[src/logic/lcd_drv_pkg.sv]
// Shared constants, types and register layout of the dot matrix LCD driver control.
`default_nettype none

package lcd_drv_pkg;

    // ==========================================================================
    // Panel geometry and scan timing.
    localparam int COM_COUNT    = 8;
    localparam int SEG_COUNT    = 60;
    localparam int FRAME_DIVIDE = 1024;
    localparam int COM_W        = $clog2(COM_COUNT);

    // ==========================================================================
    // Display memory window and control register addresses.
    localparam logic [15:0] DISP_FIRST   = 16'hF000;
    localparam logic [15:0] DISP_LAST    = 16'hF077;
    localparam int          DISP_WORDS   = 120;
    localparam int          DISP_ADDR_W  = 7;
    localparam logic [15:0] REG_POWER    = 16'hFF60;
    localparam logic [15:0] REG_OVERRIDE = 16'hFF61;
    localparam logic [15:0] REG_CONTRAST = 16'hFF62;
    localparam int          DATA_W       = 4;

    // ==========================================================================
    // Drive levels of the four-voltage, one-quarter bias scheme plus ground.
    typedef enum logic [2:0] {
        LVL_VSS  = 3'h0,
        LVL_ONE  = 3'h1,
        LVL_TWO  = 3'h2,
        LVL_FOUR = 3'h3,
        LVL_FIVE = 3'h4
    } drive_level_e;

    // Register bus request from the CPU side.
    typedef struct packed {
        logic [15:0] addr;
        logic [3:0]  wrData;
        logic        wrEn;
        logic        rdEn;
    } reg_req_s;

    // Power and reference register, bit 3 down to bit 0.
    typedef struct packed {
        logic spareBitThree;
        logic spareBitTwo;
        logic referenceVoltageSelect;
        logic driveVoltageEnable;
    } power_ref_s;

    // Display override register, bit 3 down to bit 0.
    typedef struct packed {
        logic spareExpansionBit;
        logic allDotsOff;
        logic allDotsOn;
        logic sparePageBit;
    } override_s;

    localparam power_ref_s  POWER_RESET    = 4'h0;
    localparam override_s   OVERRIDE_RESET = 4'h4;
    localparam logic [3:0]  CONTRAST_RESET = 4'h0;

    // Display memory fetch sequencer.
    typedef enum logic [2:0] {
        SCAN_IDLE = 3'b001,
        SCAN_READ = 3'b010,
        SCAN_HOLD = 3'b100
    } scan_state_e;

endpackage : lcd_drv_pkg

`default_nettype wire

[src/logic/dot_matrix_lcd_driver_control.sv]
// Dot matrix LCD driver control: registers, display memory scan and drive level selection.
//
// Notes on behaviour
// - Eight commons, sixty segments, up to 480 dots.
// - Fixed 1/8 duty, 1/4 bias, four levels.
// - Frame is low-frequency clock divided by 1024.
// - Display memory F000H-F077H feeds segment scan.
// - Bit one gives ON, zero gives OFF.
// - Display memory read/write; all 120 words feed the scan.
// - All-on bit forces ON on every segment.
// - All-off bit forces OFF on every segment.
// - All-on wins when both override bits set.
// - Reset blanks display: power off, all-off set.
// - Power bit enables drive; off means ground.
// - Reference select: one second, zero first voltage.
// - Four-bit contrast code picks one of 16.
// - External drive option ignores contrast and reference.
//
// The address-and-strobe port was decided locally.
`timescale 1ns/100ps
`default_nettype none

module dot_matrix_lcd_driver_control #(
    parameter bit EXTERNAL_DRIVE = 1'b0,
    parameter int FRAME_DIVIDE   = lcd_drv_pkg::FRAME_DIVIDE
) (
    // Clock and reset.
    input  wire logic                                                sys_clk,
    input  wire logic                                                rst,
    // Register bus.
    input  wire lcd_drv_pkg::reg_req_s                               busReq,
    output logic [lcd_drv_pkg::DATA_W-1:0]                           rdData,
    // Low-frequency oscillator pin.
    input  wire logic                                                lowFreqOscClock,
    // Panel drive levels.
    output var lcd_drv_pkg::drive_level_e [lcd_drv_pkg::COM_COUNT-1:0] commonOutputs,
    output var lcd_drv_pkg::drive_level_e [lcd_drv_pkg::SEG_COUNT-1:0] segmentOutputs,
    // Drive voltage generator control.
    output logic                                                     driveVoltageEnable,
    output logic                                                     regulatorReferenceSelect,
    output logic [3:0]                                               regulatorContrastCode
);
    import lcd_drv_pkg::*;

    localparam int DIV_W = $clog2(FRAME_DIVIDE);
    localparam int SEG_W = $clog2(SEG_COUNT);

    // ==========================================================================
    // Control registers.
    power_ref_s  powerReg;
    override_s   overrideReg;
    logic [3:0]  contrastReg;
    logic        inDisp;
    logic [3:0]  regRdValue;

    assign inDisp = (busReq.addr >= DISP_FIRST) && (busReq.addr <= DISP_LAST);

    always_ff @(posedge sys_clk or posedge rst) begin
        if (rst) begin
            powerReg <= POWER_RESET;
        end else if (busReq.wrEn && busReq.addr == REG_POWER) begin
            powerReg <= busReq.wrData;
        end
    end

    always_ff @(posedge sys_clk or posedge rst) begin
        if (rst) begin
            overrideReg <= OVERRIDE_RESET;
        end else if (busReq.wrEn && busReq.addr == REG_OVERRIDE) begin
            overrideReg <= busReq.wrData;
        end
    end

    always_ff @(posedge sys_clk or posedge rst) begin
        if (rst) begin
            contrastReg <= CONTRAST_RESET;
        end else if (busReq.wrEn && busReq.addr == REG_CONTRAST) begin
            contrastReg <= busReq.wrData;
        end
    end

    always_comb begin
        regRdValue = '0;
        if (busReq.rdEn) begin
            case (busReq.addr)
                REG_POWER:    regRdValue = powerReg;
                REG_OVERRIDE: regRdValue = overrideReg;
                REG_CONTRAST: regRdValue = contrastReg;
                default:      regRdValue = '0;
            endcase
        end
    end

    // Regulator controls; with external drive levels the contrast and reference are moot.
    always_ff @(posedge sys_clk or posedge rst) begin
        if (rst) begin
            driveVoltageEnable       <= 1'b0;
            regulatorReferenceSelect <= 1'b0;
            regulatorContrastCode    <= CONTRAST_RESET;
        end else begin
            driveVoltageEnable       <= powerReg.driveVoltageEnable;
            regulatorReferenceSelect <= EXTERNAL_DRIVE ? 1'b0 : powerReg.referenceVoltageSelect;
            regulatorContrastCode    <= EXTERNAL_DRIVE ? 4'h0 : contrastReg;
        end
    end

    // ==========================================================================
    // Display memory.
    logic [DISP_ADDR_W-1:0] scanAddr;
    logic [DATA_W-1:0]      scanData;

    display_memory #(
        .WORDS  (DISP_WORDS),
        .ADDR_W (DISP_ADDR_W),
        .DATA_W (DATA_W)
    ) u_mem (
        .sys_clk    (sys_clk),
        .rst        (rst),
        .cpuAddr    (busReq.addr[DISP_ADDR_W-1:0]),
        .cpuWrEn    (busReq.wrEn && inDisp),
        .cpuWrData  (busReq.wrData),
        .cpuRdSel   (busReq.rdEn && inDisp),
        .cpuAltData (regRdValue),
        .cpuRdData  (rdData),
        .scanAddr   (scanAddr),
        .scanRdData (scanData)
    );

    // ==========================================================================
    // Low-frequency clock synchroniser and frame divider.
    logic             oscMeta;
    logic             oscSync;
    logic             oscLast;
    logic             oscTick;
    logic [DIV_W-1:0] oscCount;
    logic [COM_W-1:0] comIdx;
    logic             polarity;
    logic             comBoundary;

    always_ff @(posedge sys_clk or posedge rst) begin
        if (rst) begin
            oscMeta <= 1'b0;
            oscSync <= 1'b0;
            oscLast <= 1'b0;
        end else begin
            oscMeta <= lowFreqOscClock;
            oscSync <= oscMeta;
            oscLast <= oscSync;
        end
    end

    assign oscTick     = oscSync && !oscLast;
    assign comIdx      = oscCount[DIV_W-1 -: COM_W];
    assign comBoundary = oscTick && (oscCount[DIV_W-COM_W-1:0] == '1);

    always_ff @(posedge sys_clk or posedge rst) begin
        if (rst) begin
            oscCount <= '0;
            polarity <= 1'b0;
        end else if (oscTick) begin
            oscCount <= oscCount + 1'b1;
            if (oscCount == '1) begin
                polarity <= !polarity;
            end
        end
    end

    // ==========================================================================
    // Line fetch: during one common period the next common's 60 bits are read.
    scan_state_e          scanState;
    logic [SEG_W-1:0]     segIdx;
    logic [COM_W-1:0]     fetchCom;
    logic                 capValid;
    logic [SEG_W-1:0]     capSeg;
    logic [SEG_COUNT-1:0] fetchLine;
    logic [SEG_COUNT-1:0] shownLine;

    assign fetchCom = comIdx + 1'b1;
    assign scanAddr = {segIdx, fetchCom[COM_W-1]};

    always_ff @(posedge sys_clk or posedge rst) begin
        if (rst) begin
            scanState <= SCAN_IDLE;
            segIdx    <= '0;
        end else begin
            case (scanState)
                SCAN_IDLE: begin
                    scanState <= SCAN_READ;
                    segIdx    <= '0;
                end
                SCAN_READ: begin
                    if (segIdx == SEG_W'(SEG_COUNT - 1)) begin
                        scanState <= SCAN_HOLD;
                    end
                    segIdx <= segIdx + 1'b1;
                end
                SCAN_HOLD: begin
                    if (comBoundary) begin
                        scanState <= SCAN_READ;
                        segIdx    <= '0;
                    end
                end
                default: scanState <= SCAN_IDLE;
            endcase
        end
    end

    always_ff @(posedge sys_clk or posedge rst) begin
        if (rst) begin
            capValid <= 1'b0;
            capSeg   <= '0;
        end else begin
            capValid <= (scanState == SCAN_READ);
            capSeg   <= segIdx;
        end
    end

    always_ff @(posedge sys_clk or posedge rst) begin
        if (rst) begin
            fetchLine <= '0;
        end else if (capValid) begin
            fetchLine[capSeg] <= scanData[fetchCom[COM_W-2:0]];
        end
    end

    always_ff @(posedge sys_clk or posedge rst) begin
        if (rst) begin
            shownLine <= '0;
        end else if (comBoundary) begin
            shownLine <= fetchLine;
        end
    end

    // ==========================================================================
    // Drive level selection for every common and segment.
    drive_level_e [COM_COUNT-1:0] next_common;
    drive_level_e [SEG_COUNT-1:0] next_segment;

    for (genvar c = 0; c < COM_COUNT; c++) begin : g_com
        always_comb begin
            if (!powerReg.driveVoltageEnable) begin
                next_common[c] = LVL_VSS;
            end else if (comIdx == COM_W'(c)) begin
                next_common[c] = polarity ? LVL_VSS : LVL_FIVE;
            end else begin
                next_common[c] = polarity ? LVL_FOUR : LVL_ONE;
            end
        end
    end

    for (genvar s = 0; s < SEG_COUNT; s++) begin : g_seg
        logic dotOn;
        always_comb begin
            dotOn = overrideReg.allDotsOn
                || (!overrideReg.allDotsOff && shownLine[s]);
            if (!powerReg.driveVoltageEnable) begin
                next_segment[s] = LVL_VSS;
            end else if (dotOn) begin
                next_segment[s] = polarity ? LVL_FIVE : LVL_VSS;
            end else begin
                next_segment[s] = LVL_TWO;
            end
        end
    end

    always_ff @(posedge sys_clk or posedge rst) begin
        if (rst) begin
            commonOutputs  <= {COM_COUNT{LVL_VSS}};
            segmentOutputs <= {SEG_COUNT{LVL_VSS}};
        end else begin
            commonOutputs  <= next_common;
            segmentOutputs <= next_segment;
        end
    end
endmodule : dot_matrix_lcd_driver_control

`default_nettype wire

[src/logic/display_memory.sv]
// Display memory: CPU read/write port and a scan read port, both with registered reads.
`timescale 1ns/100ps
`default_nettype none

module display_memory #(
    parameter int WORDS  = 120,
    parameter int ADDR_W = 7,
    parameter int DATA_W = 4
) (
    // Clock and reset.
    input  wire logic              sys_clk,
    input  wire logic              rst,
    // CPU port.
    input  wire logic [ADDR_W-1:0] cpuAddr,
    input  wire logic              cpuWrEn,
    input  wire logic [DATA_W-1:0] cpuWrData,
    input  wire logic              cpuRdSel,
    input  wire logic [DATA_W-1:0] cpuAltData,
    output logic      [DATA_W-1:0] cpuRdData,
    // Scan port.
    input  wire logic [ADDR_W-1:0] scanAddr,
    output logic      [DATA_W-1:0] scanRdData
);

    // Contents are not reset; software must fill the used words.
    logic [DATA_W-1:0] mem [WORDS];

    always_ff @(posedge sys_clk) begin
        if (cpuWrEn) begin
            mem[cpuAddr] <= cpuWrData;
        end
    end

    // The CPU read register also carries register-file data so the bus answer is one flop.
    always_ff @(posedge sys_clk or posedge rst) begin
        if (rst) begin
            cpuRdData <= '0;
        end else begin
            cpuRdData <= cpuRdSel ? mem[cpuAddr] : cpuAltData;
        end
    end

    always_ff @(posedge sys_clk or posedge rst) begin
        if (rst) begin
            scanRdData <= '0;
        end else begin
            scanRdData <= mem[scanAddr];
        end
    end

endmodule : display_memory

`default_nettype wire

[config.mk]
export PLATFORM = sky130hd
export DESIGN_NAME = dot_matrix_lcd_driver_control
export DESIGN_NICKNAME = d
export VERILOG_FILES = /design/src/logic/lcd_drv_pkg.sv /design/src/logic/dot_matrix_lcd_driver_control.sv /design/src/logic/display_memory.sv
export SDC_FILE = /design/constraint.sdc
export NUM_CORES = 1
export LEC_CHECK = 0
export BUFFER_PORTS_ARGS = -buffer_cell sky130_fd_sc_hd__buf_2
export CAP_MARGIN = 20
export CORE_ASPECT_RATIO = 0.7
export CORE_MARGIN = 2
export CORE_UTILIZATION = 50
export DETAILED_ROUTE_END_ITERATION = 10
export GPL_ROUTABILITY_DRIVEN = 0
export PLACE_DENSITY = 0.76
export SETUP_SLACK_MARGIN = 0.4
export SYNTH_ARGS = -nofsm -noshare
export SYNTH_HDL_FRONTEND = slang
export SYNTH_HIERARCHICAL = 1
export SYNTH_SLANG_ARGS = --single-unit
[constraint.sdc]
create_clock -name sys_clk -period 17.4 [get_ports sys_clk]
set_clock_uncertainty 0.1 [all_clocks]
set_input_delay 1.74 -clock sys_clk [delete_from_list [all_inputs] [get_ports sys_clk]]
set_output_delay 1.74 -clock sys_clk [all_outputs]
set_load 0.01 [all_outputs]
# [After elaboration in Yosys (flattened, before gate mapping)]
# Memory sizes are Yosys's and may differ from the RTL's. A register that Yosys moved wholly into a read port is not among the register bits.
# Cells that the tools add are included.
[totals] regBits=376 mem_bits_rw=480 in_bits=25 out_inout_bits=214 mem_count=1
[memory_table] memory="u_mem.mem" depth=120 word_bits=4 rd=2 rd_ports_with_merged_regs=1 wr=1 line_no="display_memory.sv:26" text="logic [DATA_W-1:0] mem [WORDS];"
[classes] addsub=3 n_lt_le_gt_ge=5 eq_ne=18 muxes=154 n_reduce_logical=137
[ops] cell="2-to-1 mux 3 bit" count=140
[ops] cell="logical AND 1 bit" count=69
[ops] cell="bitwise mux 60 bit" count=1
[ops] cell="logical OR 1 bit" count=60
[ops] cell="== test 16 bit (second input constant)" count=3
[ops] cell="case mux 6 bit (3 select lines)" count=1
[ops] cell=">= comparator 16 bit (second input constant)" count=1
[ops] cell="<= comparator 16 bit (second input constant)" count=1
[ops] cell="== test 3 bit (second input constant)" count=5
[ops] cell="case mux 4 bit (3 select lines)" count=1
[ops] cell="adder 10 x 1 -> 10 bit (second input constant)" count=1
[ops] cell="== test 10 bit (second input constant)" count=1
[ops] cell="== test 3 x 2 -> 1 bit (second input constant)" count=3
[ops] cell="case mux 3 bit (3 select lines)" count=1
[ops] cell="2-to-1 mux 4 bit" count=2
[ops] cell="== test 7 bit (second input constant)" count=1
[ops] cell="< comparator 6 x 7 -> 1 bit (second input constant)" count=1
[ops] cell="adder 6 x 1 -> 6 bit (second input constant)" count=1
[ops] cell="demux 1 bit (select 6 bit)" count=1
[ops] cell="== test 3 x 1 -> 1 bit (second input constant)" count=2
[ops] cell="== test 6 bit (second input constant)" count=1
[ops] cell=">= comparator 6 x 1 -> 1 bit (second input constant)" count=1
[ops] cell="2-to-1 mux 6 bit" count=1
[ops] cell="AND reduction 2 bit" count=3
[ops] cell="other kinds (9)" count=15

# [Depth between registers and ports, before layout]
[depth] ltp_word=5 depth_mapped=14 mapped_depth_nobuf=9

# [Modules after synthesis]
# Netlist, hierarchy kept.
[modules_own_cells] module="display_memory" n_inst=1 cells_per_inst=1387 area_each_um2=23323.6
[modules_own_cells] module="dot_matrix_lcd_driver_control" n_inst=1 cells_per_inst=1051 area_each_um2=12294.3

# [Worst setup path before layout]
# No wires, ideal clock.
[synth_timing] path_kind="input to register" start="input port busReq[15] (netlist name)" end="register u_mem.cpuRdData[1]" setup_ns=0.136 arrival_time_ns=3.732 required_time_ns=17.164 path_slack_ns=13.432 cell_stages=9 n_path_buf=1 path_cell_list="nor4_1 > o21ai_0 > or3_1 > nor2_1 > buf_1 > o221ai_1 > or4_1 > nor4_1 > o211ai_1"
[synth_between] elab_chain_len=4 elab_cells_between_ends=10 cone_classes="order compare (2); eq/ne (3); mux (3); reduce/logical (2)"
[synth_lines] element="from (decl)" line_no="dot_matrix_lcd_driver_control.sv:31" text="input wire lcd_drv_pkg::reg_req_s busReq,"
[synth_lines] element=">= comparator 16 bit, or another cell as far along" line_no="dot_matrix_lcd_driver_control.sv:56" text="assign inDisp = (busReq.addr >= DISP_FIRST) && (busReq.addr <= DISP_LAST);"
[synth_lines] element="logical AND 1 bit or case mux 4 bit (3 select lines) (tied branches)" line_no="dot_matrix_lcd_driver_control.sv:56, dot_matrix_lcd_driver_control.sv:85"
[synth_lines] element="logical AND 1 bit or 2-to-1 mux 4 bit (tied branches)" line_no="dot_matrix_lcd_driver_control.sv:122, dot_matrix_lcd_driver_control.sv:84"
[synth_lines] element="2-to-1 mux 4 bit (*)" line_no="display_memory.sv:39" text="cpuRdData <= cpuRdSel ? mem[cpuAddr] : cpuAltData;"
[synth_lines] element="to (signal assigned)" line_no="display_memory.sv:39"
[synth_lines] element="to (decl)" line_no="display_memory.sv:19" text="output logic [DATA_W-1:0] cpuRdData,"
# Every way passes the cells marked *; elsewhere a longest branch is shown, timed or not.
# A chain may end at the register's enable or synchronous reset.

# [Final worst setup path]
[layout_timing] start="register oscCount[9]" end="register u_mem.scanRdData[3] (read register of u_mem.mem)"
[layout_between] elab_chain_len=1
[layout_lines] element="from (decl)" line_no="dot_matrix_lcd_driver_control.sv:135" text="logic [DIV_W-1:0] oscCount;"
[layout_lines] element="from (signal assigned)" line_no="dot_matrix_lcd_driver_control.sv:161" text="oscCount <= oscCount + 1'b1;"
[layout_lines] element="adder 3 x 1 -> 3 bit" line_no="dot_matrix_lcd_driver_control.sv:178" text="assign fetchCom = comIdx + 1'b1;"
[layout_lines] element="net fetchCom[2]" line_no="dot_matrix_lcd_driver_control.sv:172" text="logic [COM_W-1:0] fetchCom;"
[layout_lines] element="to (decl)" line_no="display_memory.sv:22" text="output logic [DATA_W-1:0] scanRdData"
# The timed path passes the listed nets, and every way through them passes these cells.

==> results by group <==
Timing
  – # setup viols final: 0
  – Least-Margin Pin Slew: 1.25 ns
  – F_max: 195 MHz
  – Final worst setup slack: 12.27 ns
  – Unrepaired setup endpoints after global routing: no
  – Worst hold slack: 0.258 ns
  – Tmin final: 5.13 ns
  – Setup TNS: 0 ns
  – Fin. max-slew vios: 0
  – Slew HR: 16.8%
  – Final Cycle Share: 29.5%
  – Fin. Hold Viols: 0

Clocking
  – # hold bufs at CTS: 0
  – CTS tree: built
  – Root Driver: clkbuf_16
  – Max Buffers Root-to-Sink: 3
  – CTS clk-pin slew, worst paths: 0.06 ns
  – Post-CTS Resized: 0
  – Clock Sinks: 800
  – H-tree levels: 3
  – Clock latency at the later pin of the worst-skew pair: 0.65 ns
  – Setup bufs post-CTS: 0
  – CTS Buf Count: 76

Worst hold path
  – Hold path cells: 0
  – Hold endpoint: oscSync
  – Worst hold path class: reg2reg
  – HP Start: oscMeta

Worst setup path
  – Startpoint types: flip-flop
  – Kind of critical path: reg2reg
  – RR Endpoint: u_mem/scanRdData[3]
  – Arrival @ worst endpoint: 5.50 ns
  – Worst reg-to-reg path cell count: 10
  – CP delay by family, top: buffers and inverters
  – Reg2reg start: oscCount[9]
  – CP Max Fanout: 45
  – CP Data Required Time: 17.77 ns
  – Maximum single-stage delay on the critical path: 0.83 ns
  – Worst-path cell chain: inv_1, ha_1, clkinv_4, buf_4, buf_4, mux4_2, mux2_2, mux4_2, mux2i_1, a22oi_1
  – R2R Setup Slk: 12.27 ns
  – Slowest stage cell, crit path: buf_4
  – Critical path buffers and inverters: 4
  – CP endpoint kind: flip-flop

Detailed routing
  – Per-cell routed wire length: 28.4 um
  – Drt first pass iters: 9
  – DR vias/cell: 6.56
  – Vias: 23400
  – Antenna-violating nets left: 0
  – Drt drc: 0
  – Final WL: 102000 um
  – Starting DRT DRC Count: 3713

Place
  – Input/output buffers: 178
  – Post-detailed-placement half-perimeter wirelength: 66000 um
  – Placed insts: 3430
  – Setup WS pre-CTS: 11.98 ns

Global routing
  – First-pass GRT wire length: 148000 um
  – Largest net degree at the start of global routing: 157
  – Gr ovfl total: 0
  – Vias in the first global route: 22800
  – Antenna violations before repair: 1
  – Gr usage total: 27.5%

Die
  – Die Area: 73400 um2
  – Die width: 323 um
  – Initial Util: 50.8%
  – Cell row count: 81
  – Die Y: 227 um
  – Core area: 70100 um2
  – Ports: 239

Layout
  – Layout cells sized above 1: 25.6%
  – Area growth syn-to-layout: 11.4%
  – Final core utilization: 56.6%
  – NumNets Final: 2592
  – Final cell count without fillers: 3574
  – Antenna cells: 0

Yosys
  – Distinct cells, synth: 75
  – Yosys warning count: 6
  – Share of flip-flops with an asynchronous set or reset: 40.0%
  – Syn avg cell area: 14.6 um2
  – Post-synth top flop: edfxtp_1
  – Post-synth EDFFs: 480
  – Synthesized area: 35600 um2
  – Top cell type's share of synthesized area: 40.5%
  – Area contributors post-synth: edfxtp_1, dfrtp_1, mux4_2
  – Post-synthesis sequential area ratio: 63.0%
  – Synthesized instance count: 2438
  – Yosys reg bits: 800
  – Cell taking the most area after synthesis: edfxtp_1

Power and ir drop
  – P per Cell Area: 97.4 nW/um2
  – P_leak: 15.2 nW
  – Peak supply drop: 0.104 mV

Run status
  – Outcome: finished clean

Job
  – Max-cap check violation count: 0
state kept, by name (all words and copies together) (netlist names), 6 cells and up:
name            cells
oscCount           10
commonOutputs      24
shownLine          60
segIdx              6
capSeg              6
segmentOutputs    120
fetchLine          60
u_mem/mem         480
power by group:
part / switching (W) / internal, W / total, W / leakage [nW]
clock: 0.000728 / 0.000943 / 0.00167 / 1.21
combinational: 0.000118 / 0.0000461 / 0.000164 / 5.41
sequential: 0.00000697 / 0.00202 / 0.00203 / 8.59
how the worst max path moves through the flow:
| stage | start | endpoint | slack, ns | depth (start not counted) |
|---|---|---|---|---|
| floorplan | rst | capSeg[0] | 6.93 | 1 |
| global placement | busReq[10] | u_mem/cpuRdData[1] | 11.79 | 10 |
| detailed placement | busReq[8] | u_mem/cpuRdData[1] | 11.98 | 8 |
| CTS | oscCount[7] | u_mem/scanRdData[3] | 12.14 | 10 |
| global route | oscCount[9] | u_mem/scanRdData[3] | 11.91 | 10 |
| finish | oscCount[9] | u_mem/scanRdData[3] | 12.27 | 10 |
worst reg2reg max path: cells and delay by family (launching register included):
family          cells  cell delay, ns
compound gates      1            0.11
fa+ha+maj           1            0.41
buf+inv             4            2.25
flops               1            0.54
mux                 4            1.57
layout by cell type (no fill, tap or decap), drive strengths merged, types with 12 or more instances in the layout:
master,netlist,routed
a21oi,29,29
a221o,12,12
a221oi,54,54
a22oi,27,27
a31oi,13,13
and2,14,14
buf,145,229
clkbuf,100,107
clkinv,1,17
conb,1,60
dfrtp,318,318
edfxtp,480,480
inv,16,21
mux2,114,114
mux2i,77,77
mux4,182,182
nand2,65,65
nand3,33,33
nor2,363,363
nor2b,80,80
o21ai,81,81
o22ai,18,18
o31ai,63,63
per-stage QoR:
stage,power (W),area (um2)
floorplan,0.00217,35800
global placement,0.00221,37000
finish,0.00386,39700
detailed placement,0.00222,37000
CTS,0.00387,39500
global route,0.00397,39700
area by class of cell:
type	instances	area, um2
flip-flops and latches	800	22400
well taps	954	1190
fillers	5414	30500
clock buffers	107	2150
repair buffers	229	1400
multi-input cells	1435	12100
clock inverters	32	342
inverters	17	76.3
per-layer routing:
metal | vias to the layer above | share of wire, % | track usage [%]
met5 | - | 0.33 | 3.07
met4 | 6 | 3.8 | 9.15
met3 | 334 | 16 | 12.4
met2 | 1756 | 42 | 37.9
met1 | 11900 | 38 | 38.4
li1 | 9436 | - | -
cells in the mapped netlist, types with 54 or more instances:
| library cell | number |
|---|---|
| edfxtp_1 | 480 |
| nor2_1 | 363 |
| dfrtp_1 | 318 |
| mux4_2 | 182 |
| mux2_2 | 114 |
| clkbuf_1 | 100 |
| nor2b_1 | 80 |
| o21ai_0 | 80 |
| buf_4 | 77 |
| mux2i_1 | 77 |
| nand2_1 | 65 |
| o31ai_1 | 63 |
| a221oi_1 | 54 |
cells by family after synthesis:
logic type / after synthesis / synth area share, %
flip-flops: 800 / 63.0
multiplexers: 373 / 17.3
AND/OR/NAND/NOR: 622 / 8.17
XOR/XNOR: 11 / 0.271
buffers and inverters: 262 / 3.82
other: 1 / 0.0105
AO/OA/AOI/OAI: 361 / 7.21
adder cells (fa/ha/maj): 8 / 0.281
No activity file was read; power rests on OpenSTA's default activity.
